--- src/rtl/spi_port_defs.svh ---
// Constants for the serial peripheral port: widths, depths, thresholds.
// Included by the port module only; holds definitions only.
`ifndef SPI_PORT_DEFS_SVH
`define SPI_PORT_DEFS_SVH
`define SPI_DATA_W 16
`define SPI_FIFO_DEPTH 8
`define SPI_WSIZE_W 4
`define SPI_BAUD_W 3
`define SPI_DIV_W 8
`define SPI_EDGE_W 5
`define SPI_PIN_CNT 4
`define SPI_RX_THR_LOW 4'h1
`define SPI_RX_THR_HIGH 4'h2
`define SPI_WSIZE_RST 4'h7
`endif

--- src/rtl/spi_port_pkg.sv ---
// Types for the serial peripheral port.
// Assumes nothing beyond the constants header.
package spi_port_pkg;
  typedef enum logic [3:0]
  {
    ST_IDLE = 4'b0001,
    ST_LOAD = 4'b0010,
    ST_SHIFT = 4'b0100,
    ST_GAP = 4'b1000
  } spi_state_e;
endpackage

--- src/rtl/spi_pin_sync.sv ---
// Three-stage synchroniser for pin inputs with an agreement filter.
// Assumes inputs are asynchronous to core_clk.
`timescale 1ns/1ps
module spi_pin_sync #(
  parameter int WIDTH = 4
) (
  input wire logic core_clk,
  input wire logic rst,
  input wire logic [WIDTH-1:0] pinIn,
  output logic [WIDTH-1:0] pinOut
);
  logic [WIDTH-1:0] stage1_q;
  logic [WIDTH-1:0] stage2_q;
  logic [WIDTH-1:0] stage3_q;
  logic [WIDTH-1:0] agree;
  // Only the later stages are compared; stage one feeds stage two alone
  assign agree = ~(stage2_q ^ stage3_q);
  always_ff @(posedge core_clk or posedge rst)
  begin
    if (rst)
    begin
      stage1_q <= '0;
      stage2_q <= '0;
      stage3_q <= '0;
      pinOut <= '0;
    end
    else
    begin
      stage1_q <= pinIn;
      stage2_q <= stage1_q;
      stage3_q <= stage2_q;
      pinOut <= (stage3_q & agree) | (pinOut & ~agree);
    end
  end
endmodule

--- src/rtl/spi_word_fifo.sv ---
// Synchronous word FIFO in flip-flops with valid/ready on both sides.
// Assumes one clock for both sides.
`timescale 1ns/1ps
module spi_word_fifo #(
  parameter int WIDTH = 16,
  parameter int DEPTH = 8,
  localparam int AW = $clog2(DEPTH)
) (
  input wire logic core_clk,
  input wire logic rst,
  input wire logic inValid,
  output logic inReady,
  input wire logic [WIDTH-1:0] inData,
  output logic outValid,
  input wire logic outReady,
  output logic [WIDTH-1:0] outData,
  output logic [AW:0] level
);
  localparam logic [AW:0] FULL = DEPTH[AW:0];
  logic [WIDTH-1:0] mem_q [DEPTH];
  logic [AW-1:0] wrPtr_q;
  logic [AW-1:0] rdPtr_q;
  logic [AW:0] count_q;
  wire doPush = inValid && inReady;
  wire doPop = outValid && outReady;
  assign inReady = (count_q != FULL);
  assign outValid = (count_q != '0);
  assign outData = mem_q[rdPtr_q];
  assign level = count_q;
  always_ff @(posedge core_clk or posedge rst)
  begin
    if (rst)
    begin
      wrPtr_q <= '0;
      rdPtr_q <= '0;
      count_q <= '0;
    end
    else
    begin
      if (doPush)
        wrPtr_q <= (wrPtr_q == AW'(DEPTH - 1)) ? '0 : wrPtr_q + 1'b1;
      if (doPop)
        rdPtr_q <= (rdPtr_q == AW'(DEPTH - 1)) ? '0 : rdPtr_q + 1'b1;
      if (doPush && !doPop)
        count_q <= count_q + 1'b1;
      else if (doPop && !doPush)
        count_q <= count_q - 1'b1;
    end
  end
  // Storage carries no reset; contents are don't-care until written
  always_ff @(posedge core_clk)
  begin
    if (doPush)
      mem_q[wrPtr_q] <= inData;
  end
endmodule

--- src/rtl/spi_port.sv ---
// Serial peripheral port, master or slave, with transmit and receive FIFOs.
// Assumes configuration inputs are quasi-static from core_clk logic; pins are
// asynchronous and pass the synchroniser. Pin triples resolve outside.
`timescale 1ns/1ps
`include "spi_port_defs.svh"
module spi_port #(
  parameter int DATA_W = `SPI_DATA_W,
  parameter int FIFO_DEPTH = `SPI_FIFO_DEPTH,
  localparam int LW = $clog2(FIFO_DEPTH) + 1
) (
  input wire logic core_clk,
  input wire logic rst,
  input wire logic port_enable,
  input wire logic master_select,
  input wire logic clkPolarity,
  input wire logic clkPhase,
  input wire logic low_bit_first,
  input wire logic [`SPI_WSIZE_W-1:0] word_size,
  input wire logic [`SPI_BAUD_W-1:0] baud_divider,
  input wire logic rx_fill_threshold,
  input wire logic soft_select_manage,
  input wire logic internal_select_level,
  input wire logic select_output_enable,
  input wire logic receive_only,
  input wire logic bidir_line_enable,
  input wire logic bidir_output_enable,
  input wire logic select_pulse_enable,
  input wire logic [DATA_W-1:0] txData,
  input wire logic txValid,
  output logic txReady,
  output logic [DATA_W-1:0] rxData,
  output logic rxValid,
  input wire logic rxReady,
  output logic rx_not_empty_flag,
  output logic tx_empty_flag,
  output logic busy_flag,
  input wire logic sckIn,
  output logic sckOut,
  output logic sckOe,
  input wire logic mosiIn,
  output logic mosiOut,
  output logic mosiOe,
  input wire logic misoIn,
  output logic misoOut,
  output logic misoOe,
  input wire logic nssIn,
  output logic nssOut,
  output logic nssOe
);
  import spi_port_pkg::*;

  spi_state_e state_q;
  logic [`SPI_PIN_CNT-1:0] pinSync;
  logic [`SPI_DIV_W-1:0] div_q;
  logic [`SPI_EDGE_W-1:0] edgeCnt_q;
  logic [DATA_W-1:0] txWord_q;
  logic [DATA_W-1:0] rxWord_q;
  logic dataBit_q;
  logic slaveLoaded_q;
  logic sckPrev_q;
  logic sckOut_q;
  logic sckOe_q;
  logic mosiOe_q;
  logic misoOe_q;
  logic nssOut_q;
  logic nssOe_q;
  logic rxFlag_q;
  logic txFlag_q;
  logic busy_q;
  logic [DATA_W-1:0] txFifoData;
  logic txFifoValid;
  logic rxFifoReady;
  logic [LW-1:0] txLevel;
  logic [LW-1:0] rxLevel;

  function automatic logic [`SPI_WSIZE_W-1:0] bitPos(input logic [`SPI_WSIZE_W-1:0] idx,
      input logic lsbFirst, input logic [`SPI_WSIZE_W-1:0] wsize);
    bitPos = lsbFirst ? idx : wsize - idx;
  endfunction

  spi_pin_sync #(
    .WIDTH(`SPI_PIN_CNT)
  ) u_sync (
    .core_clk(core_clk),
    .rst(rst),
    .pinIn({sckIn, mosiIn, misoIn, nssIn}),
    .pinOut(pinSync)
  );

  wire sckS = pinSync[3];
  wire mosiS = pinSync[2];
  wire misoS = pinSync[1];
  wire nssS = pinSync[0];

  // Mode decode
  wire isMaster = port_enable && master_select;
  wire isSlave = port_enable && !master_select;
  wire bidirRx = bidir_line_enable && !bidir_output_enable;
  wire contRx = (receive_only && !bidir_line_enable) || bidirRx;
  wire sendOn = !receive_only && (!bidir_line_enable || bidir_output_enable);
  wire recvOn = !bidir_line_enable || !bidir_output_enable;
  wire serialIn = master_select ? (bidir_line_enable ? mosiS : misoS)
                                : (bidir_line_enable ? misoS : mosiS);
  wire slaveSel = soft_select_manage ? !internal_select_level : !nssS;

  // Master baud tick: half SCK period is 2^baud_divider core cycles
  wire [`SPI_DIV_W-1:0] halfLimit = (`SPI_DIV_W'(1) << baud_divider) - 1'b1;
  wire tick = (div_q == halfLimit);
  wire masterEdge = (state_q == ST_SHIFT) && tick;
  wire slaveEdge = isSlave && slaveSel && (sckS != sckPrev_q);
  wire anyEdge = masterEdge || slaveEdge;

  // Frame bookkeeping: 2*(word_size+1) edges per frame
  wire [`SPI_EDGE_W-1:0] lastEdge = {word_size, 1'b1};
  wire frameEnd = anyEdge && (edgeCnt_q == lastEdge);
  wire sampleEdge = anyEdge && (edgeCnt_q[0] == clkPhase);
  wire shiftEdge = anyEdge && !sampleEdge && !frameEnd;
  wire [`SPI_WSIZE_W-1:0] curIdx = edgeCnt_q[`SPI_EDGE_W-1:1];
  wire [`SPI_WSIZE_W-1:0] shiftIdx = curIdx + {3'b000, edgeCnt_q[0]};
  wire [`SPI_WSIZE_W-1:0] rxPos = bitPos(curIdx, low_bit_first, word_size);
  wire [`SPI_WSIZE_W-1:0] txPos = bitPos(shiftIdx, low_bit_first, word_size);
  wire [`SPI_WSIZE_W-1:0] firstPos = bitPos('0, low_bit_first, word_size);
  wire [DATA_W-1:0] rxMask = DATA_W'(1) << rxPos;
  wire [DATA_W-1:0] rxWordD = sampleEdge ? ((rxWord_q & ~rxMask) | ({DATA_W{serialIn}} & rxMask))
                                         : rxWord_q;

  // Transmit FIFO pop: master on load, slave between frames
  wire masterStart = isMaster && (txFifoValid || contRx) && (rxFifoReady || !recvOn);
  wire masterPop = (state_q == ST_LOAD) && txFifoValid && sendOn;
  wire slaveLoad = isSlave && slaveSel && !slaveLoaded_q && ~|edgeCnt_q && txFifoValid && sendOn;
  wire txPop = masterPop || slaveLoad;
  wire [DATA_W-1:0] loadWord = txPop ? txFifoData : '0;
  wire rxPush = frameEnd && recvOn;
  wire [`SPI_WSIZE_W-1:0] rxThr = rx_fill_threshold ? `SPI_RX_THR_HIGH : `SPI_RX_THR_LOW;
  wire pulseGap = (state_q == ST_GAP) && select_pulse_enable;
  wire busyD = isMaster ? ((state_q != ST_IDLE) || contRx)
                        : (isSlave && slaveSel && (edgeCnt_q != '0));

  spi_word_fifo #(
    .WIDTH(DATA_W),
    .DEPTH(FIFO_DEPTH)
  ) u_txfifo (
    .core_clk(core_clk),
    .rst(rst),
    .inValid(txValid),
    .inReady(txReady),
    .inData(txData),
    .outValid(txFifoValid),
    .outReady(txPop),
    .outData(txFifoData),
    .level(txLevel)
  );

  // A full receive FIFO drops the frame; a master waits for room first
  spi_word_fifo #(
    .WIDTH(DATA_W),
    .DEPTH(FIFO_DEPTH)
  ) u_rxfifo (
    .core_clk(core_clk),
    .rst(rst),
    .inValid(rxPush),
    .inReady(rxFifoReady),
    .inData(rxWordD),
    .outValid(rxValid),
    .outReady(rxReady),
    .outData(rxData),
    .level(rxLevel)
  );

  // Master sequencer
  always_ff @(posedge core_clk or posedge rst)
  begin
    if (rst)
    begin
      state_q <= ST_IDLE;
      div_q <= '0;
    end
    else if (!isMaster)
    begin
      state_q <= ST_IDLE;
      div_q <= '0;
    end
    else
    begin
      div_q <= (tick || state_q == ST_IDLE || state_q == ST_LOAD) ? '0 : div_q + 1'b1;
      case (state_q)
        ST_IDLE: state_q <= masterStart ? ST_LOAD : ST_IDLE;
        ST_LOAD: state_q <= ST_SHIFT;
        ST_SHIFT: state_q <= frameEnd ? ST_GAP : ST_SHIFT;
        ST_GAP: state_q <= !tick ? ST_GAP : (masterStart ? ST_LOAD : ST_IDLE);
        default: state_q <= ST_IDLE;
      endcase
    end
  end

  // Shared shifter for both roles
  always_ff @(posedge core_clk or posedge rst)
  begin
    if (rst)
    begin
      edgeCnt_q <= '0;
      txWord_q <= '0;
      rxWord_q <= '0;
      dataBit_q <= 1'b0;
      slaveLoaded_q <= 1'b0;
      sckPrev_q <= 1'b0;
    end
    else
    begin
      sckPrev_q <= sckS;
      if (!port_enable || (isSlave && !slaveSel) || state_q == ST_LOAD)
      begin
        edgeCnt_q <= '0;
        rxWord_q <= '0;
        slaveLoaded_q <= 1'b0;
      end
      else if (anyEdge)
      begin
        edgeCnt_q <= frameEnd ? '0 : edgeCnt_q + 1'b1;
        rxWord_q <= frameEnd ? '0 : rxWordD;
        if (frameEnd)
          slaveLoaded_q <= 1'b0;
      end
      if (state_q == ST_LOAD || slaveLoad)
      begin
        txWord_q <= loadWord;
        dataBit_q <= loadWord[firstPos];
        slaveLoaded_q <= isSlave;
      end
      else if (shiftEdge)
        dataBit_q <= txWord_q[txPos];
    end
  end

  // Pins and flags, all registered
  always_ff @(posedge core_clk or posedge rst)
  begin
    if (rst)
    begin
      sckOut_q <= 1'b0;
      sckOe_q <= 1'b0;
      mosiOe_q <= 1'b0;
      misoOe_q <= 1'b0;
      nssOut_q <= 1'b0;
      nssOe_q <= 1'b0;
      rxFlag_q <= 1'b0;
      txFlag_q <= 1'b1;
      busy_q <= 1'b0;
    end
    else
    begin
      if (state_q != ST_SHIFT)
        sckOut_q <= clkPolarity;
      else if (masterEdge)
        sckOut_q <= !sckOut_q;
      sckOe_q <= isMaster;
      mosiOe_q <= isMaster && sendOn;
      misoOe_q <= isSlave && slaveSel && sendOn;
      nssOut_q <= pulseGap;
      nssOe_q <= isMaster && select_output_enable;
      rxFlag_q <= (rxLevel >= LW'(rxThr));
      txFlag_q <= (txLevel <= LW'(FIFO_DEPTH / 2));
      busy_q <= busyD;
    end
  end

  assign sckOut = sckOut_q;
  assign sckOe = sckOe_q;
  assign mosiOut = dataBit_q;
  assign misoOut = dataBit_q;
  assign mosiOe = mosiOe_q;
  assign misoOe = misoOe_q;
  assign nssOut = nssOut_q;
  assign nssOe = nssOe_q;
  assign rx_not_empty_flag = rxFlag_q;
  assign tx_empty_flag = txFlag_q;
  assign busy_flag = busy_q;
endmodule

--- config.mk ---
export PLATFORM = sky130hd
export DESIGN_NAME = spi_port
export DESIGN_NICKNAME = d
export VERILOG_FILES = /design/src/rtl/spi_port_pkg.sv /design/src/rtl/spi_pin_sync.sv /design/src/rtl/spi_word_fifo.sv /design/src/rtl/spi_port.sv
export VERILOG_INCLUDE_DIRS = /design/src /design/src/rtl
export SDC_FILE = /design/constraint.sdc
export NUM_CORES = 1
export LEC_CHECK = 0
export BUFFER_PORTS_ARGS = -buffer_cell sky130_fd_sc_hd__buf_2
export CORE_MARGIN = 1
export CORE_UTILIZATION = 45
export CTS_CLUSTER_DIAMETER = 200
export DETAILED_ROUTE_END_ITERATION = 8
export SYNTH_ARGS = -nofsm -noshare
export SYNTH_HDL_FRONTEND = slang
export SYNTH_HIERARCHICAL = 1
export SYNTH_SLANG_ARGS = --single-unit
--- constraint.sdc ---
create_clock -name core_clk -period 5.56 [get_ports core_clk]
set_input_delay 1.112 -clock core_clk [delete_from_list [all_inputs] [get_ports core_clk]]
set_output_delay 1.112 -clock core_clk [all_outputs]
set_load 0.02 [all_outputs]
Word-level counts from Yosys, hierarchy flattened
Memories as Yosys holds them, arrays and structs flattened. Index checks and enable logic that the tools add are counted.

Shifts and indexed selects: 2. Reduce and logical (&&, ||, !) cells: 78. Muxes and demuxes: 48. Equality and inequality tests: 16. Add/sub/neg operators: 14. Magnitude comparators: 4. Bitwise gates (word level): 10.

Operators with widths (count): two-way mux 16 bit (5); two-way mux 4 bit (10); logical AND 1 bit (35); bitwise AND 16 bit (2); two-way mux 1 bit (19); logical NOT 1 bit (18); two-way mux 8 bit (2); inverter 16 bit (1); bitwise OR 16 bit (1); case mux 4 bit (4 select lines) (1); left shift 1 x 4 -> 16 bit (first input constant) (1); two-way mux 5 bit (3); logical OR 1 bit (13); adder 3 x 1 -> 3 bit (second input constant) (4); equality test 3 bit (second input constant) (4); two-way mux 3 bit (4); less-than comparator 4 x 5 -> 1 bit (second input constant) (2); nonzero test 2 bit (5); adder 4 x 1 -> 4 bit (second input constant) (2); adder 8 x 1 -> 8 bit (second input constant) (1); bitwise AND 4 bit (2); binary-select mux 1 bit (select 4 bit) (2); equality test 8 bit (1); != test 4 bit (second input constant) (2); other kinds (26) (32).

RAM bits: 256. Input bits: 44. Bits in registers: 97. Memories kept: 2.

Memory list: u_rxfifo.mem_q (depth 8, width 16, rd ports 1, clocked after Yosys merged registers in 0, wr ports 1, RTL line spi_word_fifo.sv:20) `logic [WIDTH-1:0] mem_q [DEPTH];`; u_txfifo.mem_q (depth 8, width 16, rd ports 1, clocked after Yosys merged registers in 0, wr ports 1, RTL line spi_word_fifo.sv:20).

Longest topological paths before layout
Gate-level depths: netlist (run 1).

Depth in word-level cells: 12. Depth in mapped cells: 19. Mapped depth without buffers: 15.

Hierarchy
Netlist (run 1), hierarchy kept.

Modules (own cells, without submodules): spi_word_fifo (u_txfifo) (seq. area each 4093.9 um2, times used 1, area an instance 5604.1 um2, cells each 250); spi_word_fifo (u_rxfifo) (seq. area each 4093.9 um2, times used 1, area an instance 5594.1 um2, cells each 252); spi_port (seq. area each 1529.0 um2, times used 1, area an instance 4037.6 um2, cells each 432); spi_pin_sync (seq. area each 400.4 um2, times used 1, area an instance 449.2 um2, cells each 21).

Worst setup path before layout (run 1)
OpenSTA, ideal clock, no wires.

Path type: input -> register. Start point: input port baud_divider[0]. End point: memory u_rxfifo.mem_q[0][0], enable pin. Data required time: 5.130 ns. Stages: 12. Library setup time: 0.430 ns. Data arrival time: 4.661 ns. Path slack: 0.469 ns. Cells stage by stage: or4_1 -> a221o_1 -> a21oi_2 -> and4_1 -> buf_6 -> or2_2 -> buf_6 -> buf_12 -> nand2_1 -> a21oi_1 -> nand2_2 -> nor4_1.

Longest elaborated chain between the ends: 10.

RTL lines: from (decl) (RTL line spi_port.sv:19) `` input wire logic [`SPI_BAUD_W-1:0] baud_divider, ``; left shift 1 x 3 -> 8 bit (no source line); subtractor 8 x 1 -> 8 bit (RTL line spi_port.sv:107) `` wire [`SPI_DIV_W-1:0] halfLimit = (`SPI_DIV_W'(1) << baud_divider) - 1'b1; ``; equality test 8 bit (RTL line spi_port.sv:108) `wire tick = (div_q == halfLimit);`; logical AND 1 bit (RTL line spi_port.sv:109) `wire masterEdge = (state_q == ST_SHIFT) && tick;`; logical OR 1 bit (RTL line spi_port.sv:111) `wire anyEdge = masterEdge || slaveEdge;`; logical AND 1 bit (RTL line spi_port.sv:115) `wire frameEnd = anyEdge && (edgeCnt_q == lastEdge);`; logical AND 1 bit (RTL line spi_port.sv:133) `wire rxPush = frameEnd && recvOn;`; net rxPush (RTL line spi_port.sv:133); logical AND 1 bit (RTL line spi_word_fifo.sv:24) `wire doPush = inValid && inReady;`; two-way mux 1 bit (RTL line spi_word_fifo.sv:53) `if (doPush)`; two-way mux 1 bit (implied by the code) (RTL line spi_word_fifo.sv:54) `mem_q[wrPtr_q] <= inData;`; to (decl) (RTL line spi_word_fifo.sv:20).

The timed path passes the listed nets, and every way through them passes these cells.

Worst setup path after layout (run 1)
Start point: input port baud_divider[1]. End point: register u_rxfifo.count_q[3], in the netlist u_rxfifo/level[3].

Longest elaborated chain between the ends: 11.

RTL lines: left shift 1 x 3 -> 8 bit (no source line) (*); subtractor 8 x 1 -> 8 bit (*) (RTL line spi_port.sv:107); equality test 8 bit (*) (RTL line spi_port.sv:108); logical AND 1 bit (*) (RTL line spi_port.sv:109); logical OR 1 bit (*) (RTL line spi_port.sv:111); logical AND 1 bit (*) (RTL line spi_port.sv:115); logical AND 1 bit (*) (RTL line spi_port.sv:133); net rxPush (RTL line spi_port.sv:133); logical AND 1 bit (*) (RTL line spi_word_fifo.sv:24); net u_rxfifo.doPush (RTL line spi_word_fifo.sv:24); logical NOT 1 bit (RTL line spi_word_fifo.sv:46) `else if (doPop && !doPush)`; logical AND 1 bit (RTL line spi_word_fifo.sv:46); nonzero test 2 bit (no source line); to (signal assigned) (RTL line spi_word_fifo.sv:45) `count_q <= count_q + 1'b1;`; to (signal assigned) (RTL line spi_word_fifo.sv:47) `count_q <= count_q - 1'b1;`; to (decl) (RTL line spi_word_fifo.sv:23) `logic [AW:0] count_q;`.

The timed path passes the listed nets; every way through them passes the cells marked *. A chain may end at the register's enable or synchronous reset.

==> run summary, run 1 <==
RSZ-0062 raised after global routing = no
Routed WL = 31.4 mm
Yosys cell types = 71
port buffer count = 72
clk_skew = 0.0149 ns
CP Launch Type = input port
Synth async-reset ratio = 0.275
Die ar. = 35600 um2
Max Cap Violations = 0
fraction of layout cells with a size suffix above 1 = 0.244
Clock transition at path regs = 0.06 ns
CP Max Fanout = 11
CP endpoint kind = flop
ANT nets after route = 0
DRT Pass-1 Iters = 5
post-CTS sizing = 0
Yosys top cell by area = edfxtp_1
top-area cell type share of the netlist area = 0.490
CTS Sinks = 353
top cells by count, synth = edfxtp_1 (256), dfrtp_1 (95), mux2_2 (52), mux4_1 (52), nor2_1 (42)
DRC marker count from the first detailed-route iteration = 429
CTS tree = yes
Worst Hold Depth = 0
CTS Buf Count = 39
hpwl dp = 19.6 mm
Initial Util = 0.455
Worst Path Arrival = 4.77 ns
# rows = 68
DRC Markers = 0
relative slew slack = 0.271
Mean Syn Cell Area = 16.4 um2
largest net degree at the start of global routing = 36
Design Power = 7.81 mW
status = complete, no violations
chip height = 189 um
WL/cell = 20.5 um
PwrDens = 437 nW/um2
Post-Syn Area = 15700 um2
Synth Instances = 955
switching portion of total power = 0.286
gpl congestion = 0.759
YS warnings = 6
Overflow after GRT = 0
min Tclk post-route = 4.39 ns
Via Count = 8577
P_sw = 2.23 mW
crit share post-route = 0.789
flops & latches, synth = 353
worst-skew pair later-pin latency = 0.53 ns
Root Buffer = clkbuf_16
chip width = 189 um
postcts setup bufs = 0
largest cells by area after synthesis = edfxtp_1 (49%), dfrtp_1 (15%), mux4_1 (8.7%)
most frequent cell after synthesis = edfxtp_1
FMAX = 0.228 GHz
cells on worst reg2reg path = 14
Slew @ Worst Pin = 1.08 ns
Comb power frac = 0.240
antenna violations before repair = 1
prevailing post-synth register cell = edfxtp_1
Sum Neg Setup Slack = 0 ns
sequential share of the synthesized area = 0.645
crit path kind = in -> reg
Overall Global Routing Usage = 0.182
Worst EP required = 5.95 ns
DR vias/cell = 5.60
first-pass GRT wire length = 50.1 mm
Core Region = 34500 um2
Slew Limit Fails = 0
maximum VDD drop = 0.306 mV
Final Hold Vio Count = 0
Hold Buf Count CTS = 0
P_int = 5.58 mW
leakage power = 6.39 nW
clock tree buffer depth = 3
number of diodes = 0
clock power share = 0.325
area grow syn2layout = 13.9%
# setup viols final = 0
I/O pin total = 73
Sequential Power Share = 0.435
Net Count, Synth = 1029
Hold WC Path Type = reg -> reg
Final #Nets = 1123
Post-synth EDFFs = 256
H-tree depth = 2
vias in the first global route = 8847
## cell type report
cell class	instances	area (um2)
fillers	2795	16600
flip-flops and latches	353	10100
multi-input cells	513	5170
clock buffers	49	1080
repair buffers	101	578
well taps	455	569
clock inverters	20	204
inverters	41	154
## logic make-up after synthesis
logic type                 share of synthesized area
AOI/OAI and AO/OA                             0.0585
xor gates and xnor gates                      0.0106
adders and majority gates                     0.0287
buffers and inverters                         0.0293
DFF                                            0.645
muxes                                          0.164
and+or+nand+nor                               0.0638
## routing by layer
metal,share of wire,vias up,GRT usage
met1,0.45,4372,0.252
met5,0.00038,-,0
met2,0.49,179,0.300
met3,0.040,47,0.0291
met4,0.018,2,0.0499
li1,-,3977,-
## cells in the final DEF (no fill, tap or decap), drive strengths merged, types with 19 or more instances in the layout
cell type,synthesis,routed
mux2,61,61
nand3,25,25
buf,20,101
mux4,69,69
clkbuf,28,49
ha,26,26
dfrtp,95,95
nor3,19,19
nand2,35,35
inv,41,43
a21oi,21,21
nor2,43,43
edfxtp,256,256
## critical path, stage by stage
cell,delay [ns]
buf_2,0.16
or4_1,0.51
a221o_1,0.31
a21oi_2,0.12
and4_1,0.20
buf_4,0.20
or2_2,0.14
nand2_1,0.07
a21oi_1,0.20
nand2_2,0.18
inv_1,0.10
ha_1,0.23
inv_1,0.13
ha_1,0.36
or4_1,0.53
nand3_1,0.10
o221ai_1,0.11
## path summary, 6_finish.rpt
| check | startpoint | to | slack [ns] |
|---|---|---|---|
| setup / recovery | baud_divider[1] | u_rxfifo/level[3] | 1.17 |
| hold / removal | u_sync/stage1_q[1] | u_sync/stage2_q[1] | 0.35 |
| setup reg to reg | state_q[1] | u_rxfifo/level[3] | 1.40 |
| hold reg to reg | u_sync/stage1_q[1] | u_sync/stage2_q[1] | 0.35 |
| max in group asynchronous | rst | state_q[0] | 3.87 |
| min in group asynchronous | rst | u_rxfifo/level[1] | 0.64 |
## sequential cells by signal (all words and copies together), names as in the netlist, 3 cells and up, named ones only
signal and cells:
rxWord_q 16, div_q 8, state_q 4, u_rxfifo/rdPtr_q 3, u_sync/stage1_q 4, u_sync/stage2_q 4
u_txfifo/wrPtr_q 3, u_rxfifo/wrPtr_q 3, u_txfifo/level 4, u_rxfifo/level 4, u_sync/stage3_q 4, txWord_q 16
edgeCnt_q 5, u_txfifo/rdPtr_q 3, u_rxfifo/mem_q 128, u_txfifo/mem_q 128
## per-stage QoR
stage,std cells,worst slack [ns],hold WS (ns),cell area [um2],utilization
after CTS,1532,1.22,0.349,17900,0.519
after floorplan,955,0.469,0.331,15700,-
after global placement,1463,0.782,0.334,16600,0.481
after detailed placement,1463,0.676,0.335,16600,0.481
final,1532,1.17,0.348,17900,0.519
after global routing,1532,0.960,0.356,17900,0.519
## power by group through the flow
stage	registers, mW	clock network [mW]	logic, mW
after CTS	3.40	2.61	1.90
after global routing	3.44	2.71	2.03
final	3.40	2.54	1.88
after floorplan	3.29	0	1.54
after detailed placement	3.45	0	1.89
after global placement	3.45	0	1.88
Note: power is estimated with default switching activity, not from simulation.
==> inputs of run 2 (changes only) <==
Clock period 5.56 ns to 4.5 ns, I/O delays scaled along.
==> run 2 against run 1 <==
Register-to-register slack lost 0.63 ns. Critical path depth shrank 1. Largest cell class unchanged. Utilization up 0.28 points. Clock skew increased by 0.0073 ns. Clock-buffer cell count fell by 2. Die area unchanged. Largest power group unchanged. Design area is 0.55% higher. Global-route usage decreased by 0.40 points.
==> run summary, run 2 (synthesis results as in run 1) <==
WP buf/inv = 3 (-1)
Routed WL = 31.0 mm (-1.3%)
most frequent cells in the layout = edfxtp_1 (256), dfrtp_1 (93), buf_2 (72)
Root Buffer = clkbuf_16
Overall Global Routing Usage = 0.178 (-0.00402)
Worst EP required = 4.89 ns (-1.06 ns)
DRC Markers = 0 (unchanged)
first-pass GRT wire length = 48.4 mm (-3.3%)
Initial Util = 0.455 (unchanged)
I/O pin total = 73 (unchanged)
DRT Pass-1 Iters = 5 (unchanged)
Cell Chain, Critical Path = buf_2 > or4_1 > a221o_1 > a21oi_2 > and4_1 > or2_2 > nand2_1 > a21oi_1 > nand2_2 > inv_1 > ha_1 > inv_1 > ha_1 > or4_1 > nand3_1 > o221ai_1
DR vias/cell = 5.50 (-1.8%)
Finished Core Util = 0.521 (+0.00283)
postcts setup bufs = 0 (unchanged)
worst-skew pair later-pin latency = 0.54 ns (about the same)
design area = 18000 um2 (+0.55%)
hpwl dp = 19.6 mm (-0.23%)
Worst Path Arrival = 4.27 ns (-0.50 ns)
maximum VDD drop = 0.413 mV (+35%)
ANT nets after route = 0 (unchanged)
most common cell after layout, fill and taps aside = edfxtp_1
vias in the first global route = 8389 (-5.2%)
port buffer count = 72 (unchanged)
Fillers = 2814 (+0.68%)
Clock transition at path regs = 0.06 ns (about the same)
hold slack = 0.341 ns (-0.00647 ns)
Slew Limit Fails = 0 (unchanged)
min Tclk post-route = 3.88 ns
PwrDens = 541 nW/um2 (+24%)
leakage power = 6.45 nW (+0.97%)
Top Registers = u_rxfifo/mem_q (128), u_txfifo/mem_q (128)
Overflow after GRT = 0 (unchanged)
critical path's largest stage delay = 0.52 ns (about the same)
Placed Area = 16700 um2 (+0.50%)
Slew @ Worst Pin = 1.04 ns (-0.0345 ns)
area grow syn2layout = 14.5%
clock tree buffer depth = 3 (unchanged)
CTS tree = yes
gpl congestion = 0.811 (+6.9%)
hold path start = u_sync/stage1_q[0]
Sum Neg Setup Slack = 0 ns (unchanged)
FMAX = 0.258 GHz
fraction of layout cells with a size suffix above 1 = 0.248 (+0.00350)
Design Power = 9.71 mW (+24%)
CP Launch Type = input port
clk_skew = 0.0222 ns (+0.00730 ns)
WL/cell = 20.1 um (-2.0%)
crit path kind = in -> reg
Final Hold Vio Count = 0 (unchanged)
Core Region = 34500 um2 (unchanged)
CP Max Fanout = 11 (unchanged)
Hold Buf Count CTS = 0 (unchanged)
Critical-path top delay cell = or4_1
Final #Nets = 1133 (+0.89%)
CTS Sinks = 353 (unchanged)
status = complete, no violations
relative slew slack = 0.302 (+0.0309)
CTS Buf Count = 39 (unchanged)
# setup viols final = 0 (unchanged)
antenna violations before repair = 2 (+1)
post-CTS sizing = 0 (unchanged)
chip height = 189 um (unchanged)
Hold WC Path Type = reg -> reg
DRC marker count from the first detailed-route iteration = 513 (+20%)
largest net degree at the start of global routing = 35 (-2.8%)
CP delay by family, top = simple AND/OR/NAND/NOR gates
Reg-to-Reg Start = div_q[2]
Via Count = 8483 (-1.1%)
crit share post-route = 0.862
H-tree depth = 2 (unchanged)
crit path from = baud_divider[1]
chip width = 189 um (unchanged)
CP endpoint kind = flop
RSZ-0062 raised after global routing = no
Max Cap Violations = 0 (unchanged)
# rows = 68 (unchanged)
Die ar. = 35600 um2 (unchanged)
[run 2: layout make-up]
cell class                 instances  area (um2)  share of cell area
sequential                       353       10100               0.563
tap                              455         569              0.0317
clock buffer                      47        1020              0.0565
clock inverter                    21         274              0.0153
multi-input combinational        513        5170               0.288
inverter                          41         154             0.00857
antenna                            2        5.00            0.000279
timing repair buffer             111         653              0.0364
[run 2: stage by stage]
stage	setup slack, ns	std cells
floorplan	0.0249	955
finish	0.619	1543
CTS	0.634	1541
global placement	0.194	1473
global route	0.400	1541
detailed placement	0.0864	1473
[run 2: worst reg2reg max path, stage by stage, from the launching register on]
cell and delay (ns):
dfrtp_1 0.46, or4_1 0.44, a221o_1 0.33, a21oi_2 0.12, and4_1 0.25, or2_2 0.14
nand2_1 0.07, a21oi_1 0.21, nand2_2 0.08, inv_1 0.06, ha_1 0.23, inv_1 0.12
ha_1 0.36, or4_1 0.52, nand3_1 0.10, o221ai_1 0.11
[run 2: worst paths after layout]
check / to / slack [ns] / depth (start not counted)
setup / recovery: u_rxfifo/level[3] / 0.62 / 16
hold / removal: u_sync/stage2_q[0] / 0.34 / 0
setup reg to reg: u_rxfifo/level[3] / 0.77 / 15
hold reg to reg: u_sync/stage2_q[0] / 0.34 / 0
max in group asynchronous: tx_empty_flag / 3.18 / 3
min in group asynchronous: u_rxfifo/rdPtr_q[2] / 0.42 / 2
[run 2: power by group]
group | total (mW) | switching, mW | internal (mW) | leakage (nW)
combinational | 2.27 | 1.07 | 1.20 | 2.39
clock | 3.19 | 1.24 | 1.95 | 0.622
sequential | 4.25 | 0.411 | 3.84 | 3.44
[run 2: routing by layer]
metal	GRT usage	vias to the layer above	share of wire
met5	0	-	0.00036
li1	-	4005	-
met2	0.290	179	0.48
met1	0.245	4258	0.45
met3	0.0354	39	0.049
met4	0.0481	2	0.017
==> inputs of run 3 (changes only) <==
Settings changed: ABC_AREA from default to 1, CORE_ASPECT_RATIO from default to 1.2.
Clock period 4.5 ns to 3.85 ns, I/O delays scaled along.
==> run 3 against run 2 <==
Non-clock buffer count fell by 6. Global-route usage is 2.2 points higher. Clock power up 18%. Synthesized cell count is 96% higher. First-iteration DRC count up 28%. Clock-buffer cell count is 1 lower. Design area rose by 5.7%. Die area up 6.5%. Largest power group unchanged. Worst hold slack lost 0.012 ns.
==> run summary, run 3 <==
top-area cell type share of the netlist area = 0.460 (-0.0301)
Yosys cell types = 40 (-44%)
Reg-to-Reg Start = edgeCnt_q[0]
antenna violations before repair = 1 (-1)
Clock transition at path regs = 0.06 ns (about the same)
Root Buffer = clkbuf_16
Placed Area = 17700 um2 (+6.1%)
CP endpoint = misoOut
Mean Syn Cell Area = 8.92 um2 (-46%)
Net Count, Synth = 1947 (+89%)
ANT nets after route = 0 (unchanged)
largest cells by area after synthesis = edfxtp_1 (46%), nand2_1 (15%), dfrtp_1 (14%)
Worst R2R End = misoOut
Slew @ Worst Pin = 0.749 ns (-0.295 ns)
top cells by count, synth = nand2_1 (659), nor2_1 (315), edfxtp_1 (256), inv_1 (241), dfrtp_1 (95)
first-pass GRT wire length = 57.7 mm (+19%)
# setup viols final = 0 (unchanged)
FMAX = 0.317 GHz
hpwl dp = 23.8 mm (+22%)
Top Registers = u_rxfifo/mem_q (128), u_txfifo/mem_q (128)
leakage power = 8.76 nW (+36%)
design area = 19000 um2 (+5.7%)
postcts setup bufs = 0 (unchanged)
status = complete, no violations
Hold Buf Count CTS = 0 (unchanged)
chip height = 213 um (+13%)
crit path from = edgeCnt_q[0]
Final #Nets = 2029 (+79%)
Slew Limit Fails = 0 (unchanged)
DRT Pass-1 Iters = 6 (+1)
Post-Synth Adder-Cell Area = 0.0243 (-0.00446)
Post-Syn Area = 16700 um2 (+6.5%)
global routing usage on met2 = 0.362 (+0.0722)
Yosys top cell by area = edfxtp_1
number of diodes = 0 (-2)
Overall Global Routing Usage = 0.200 (+0.0218)
H-tree depth = 2 (unchanged)
clock tree buffer depth = 3 (unchanged)
CP Max Fanout = 5 (-6)
Synth Area in Simple Gates = 0.249 (+0.185)
Worst EP required = 4.28 ns (-0.61 ns)
CP Launch Type = flop
Hold WC Path Type = in -> async
CTS Buf Count = 37 (-5.1%)
compound-cell area share of the yosys netlist = 0.0353 (-0.0232)
Synth Instances = 1873 (+96%)
port buffer count = 72 (unchanged)
maximum VDD drop = 0.521 mV (+26%)
Final Hold Vio Count = 0 (unchanged)
I/O pin total = 73 (unchanged)
Synth async-reset ratio = 0.275 (unchanged)
Post-Synth XOR/XNOR Area = 0.0121 (+0.00145)
prevailing post-synth register cell = edfxtp_1
crit path kind = reg -> reg
cells on worst reg2reg path = 15 (unchanged)
most frequent cells in the layout = nand2_1 (659), nor2_1 (315), edfxtp_1 (256)
worst-skew pair later-pin latency = 0.54 ns (about the same)
Post-synth EDFFs = 256 (unchanged)
Via Count = 11766 (+39%)
Finished Core Util = 0.524 (+0.00296)
Max Cap Violations = 0 (unchanged)
crit share post-route = 0.818
main combinational cell family by area after synthesis = simple AND/OR/NAND/NOR gates
Core Region = 36200 um2 (+5.1%)
RSZ-0062 raised after global routing = no
post-CTS sizing = 0 (unchanged)
Sum Neg Setup Slack = 0 ns (unchanged)
vias in the first global route = 11033 (+32%)
CTS tree = yes
Initial Util = 0.461 (+0.00602)
Routed WL = 36.7 mm (+18%)
gr busiest metal = met2
CTS Sinks = 353 (unchanged)
fraction of layout cells with a size suffix above 1 = 0.106 (-0.141)
Die ar. = 37900 um2 (+6.5%)
# rows = 76 (+12%)
sequential share of the synthesized area = 0.605 (-0.0396)
Design Power = 12.2 mW (+25%)
flops & latches, synth = 353 (unchanged)
WL/cell = 15.0 um (-25%)
DRC Markers = 0 (unchanged)
chip width = 178 um (-5.7%)
largest net degree at the start of global routing = 81 (+130%)
PwrDens = 640 nW/um2 (+18%)
clk_skew = 0.0216 ns (-0.000602 ns)
area grow syn2layout = 13.7%
worst reg-to-reg setup slack = 0.70 ns (-0.07 ns)
most frequent cell after synthesis = nand2_1
DRC marker count from the first detailed-route iteration = 655 (+28%)
grt met3 use = 0.0294 (-0.00601)
met1 Usage GRT = 0.234 (-0.0111)
DR vias/cell = 4.80 (-13%)
relative slew slack = 0.500 (+0.198)
gpl congestion = 0.926 (+14%)
CP endpoint kind = flop
Overflow after GRT = 0 (unchanged)
min Tclk post-route = 3.15 ns
Worst Path Arrival = 3.58 ns (-0.69 ns)
hold slack = 0.329 ns (-0.0120 ns)
mux contribution to synthesized area = 0.000599 (-0.163)
most common cell after layout, fill and taps aside = nand2_1
YS warnings = 6 (unchanged)
## run 3: cell count changes in the layout (fill, tap and decap cells not counted), moves of 14 or more
cell / before / now
nand2_1: 33 / 659
nor2_1: 42 / 315
inv_1: 40 / 240
mux2_2: 52 / 0
mux4_1: 52 / 0
o21ai_0: 11 / 52
mux4_2: 17 / 0
a22o_1: 18 / 2
nand3_1: 23 / 39
o21ai_2: 0 / 16
o22ai_1: 17 / 1
a31oi_1: 14 / 0
## run 3: cell families after synthesis
group / count (synthesis)
buffers and inverters: 304
DFF: 353
adders and majority gates: 30
muxes: 1
and+or+nand+nor: 1063
xor gates and xnor gates: 23
AOI/OAI and AO/OA: 99
## run 3: cell type report
cell class	count	area [um2]
inverters	242	908
clock inverters	22	303
flip-flops and latches	353	10100
multi-input cells	1216	5440
clock buffers	46	1000
repair buffers	105	633
fillers	3263	17200
well taps	468	586
## run 3: stage by stage
step,cells,setup slack [ns]
floorplan,1873,0.134
detailed placement,2384,0.555
global placement,2384,0.640
CTS,2452,0.730
finish,2452,0.699
global route,2452,0.517
## run 3: worst min-delay path by stage
stage	from	to	slack [ns]	depth (start not counted)
final	rst	edgeCnt_q[4]	0.33	2
after global placement	u_sync/stage1_q[3]	u_sync/stage2_q[3]	0.33	0
after detailed placement	u_sync/stage1_q[2]	u_sync/stage2_q[2]	0.34	0
after floorplan	u_sync/stage1_q[0]	u_sync/stage2_q[0]	0.33	0
after CTS	misoIn	u_sync/stage1_q[1]	0.32	1
after global routing	misoIn	u_sync/stage1_q[1]	0.32	1
## run 3: where the power goes
part | internal [mW] | leakage (nW) | switching (mW)
combinational | 1.18 | 4.38 | 2.38
clock | 2.28 | 0.636 | 1.50
sequential | 4.47 | 3.75 | 0.342
total | 7.93 | 8.76 | 4.22
## run 3: worst max-delay path, cell delays in order, from the launching register on
cell      delay [ns]
dfrtp_1         0.45
ha_1            0.24
ha_1            0.32
inv_1           0.09
fa_1            0.52
inv_1           0.04
o21ai_0         0.40
inv_1           0.23
o21ai_0         0.16
nor2_1          0.09
o21bai_1        0.15
nand4_1         0.10
nand3_1         0.10
nand2_1         0.06
nand2_1         0.07
inv_1           0.03
## run 3: metal layers
metal | share of wire | wire (um)
met1 | 0.41 | 15200
met2 | 0.51 | 18700
met3 | 0.038 | 1390
met4 | 0.038 | 1390
met5 | 0.00038 | 14
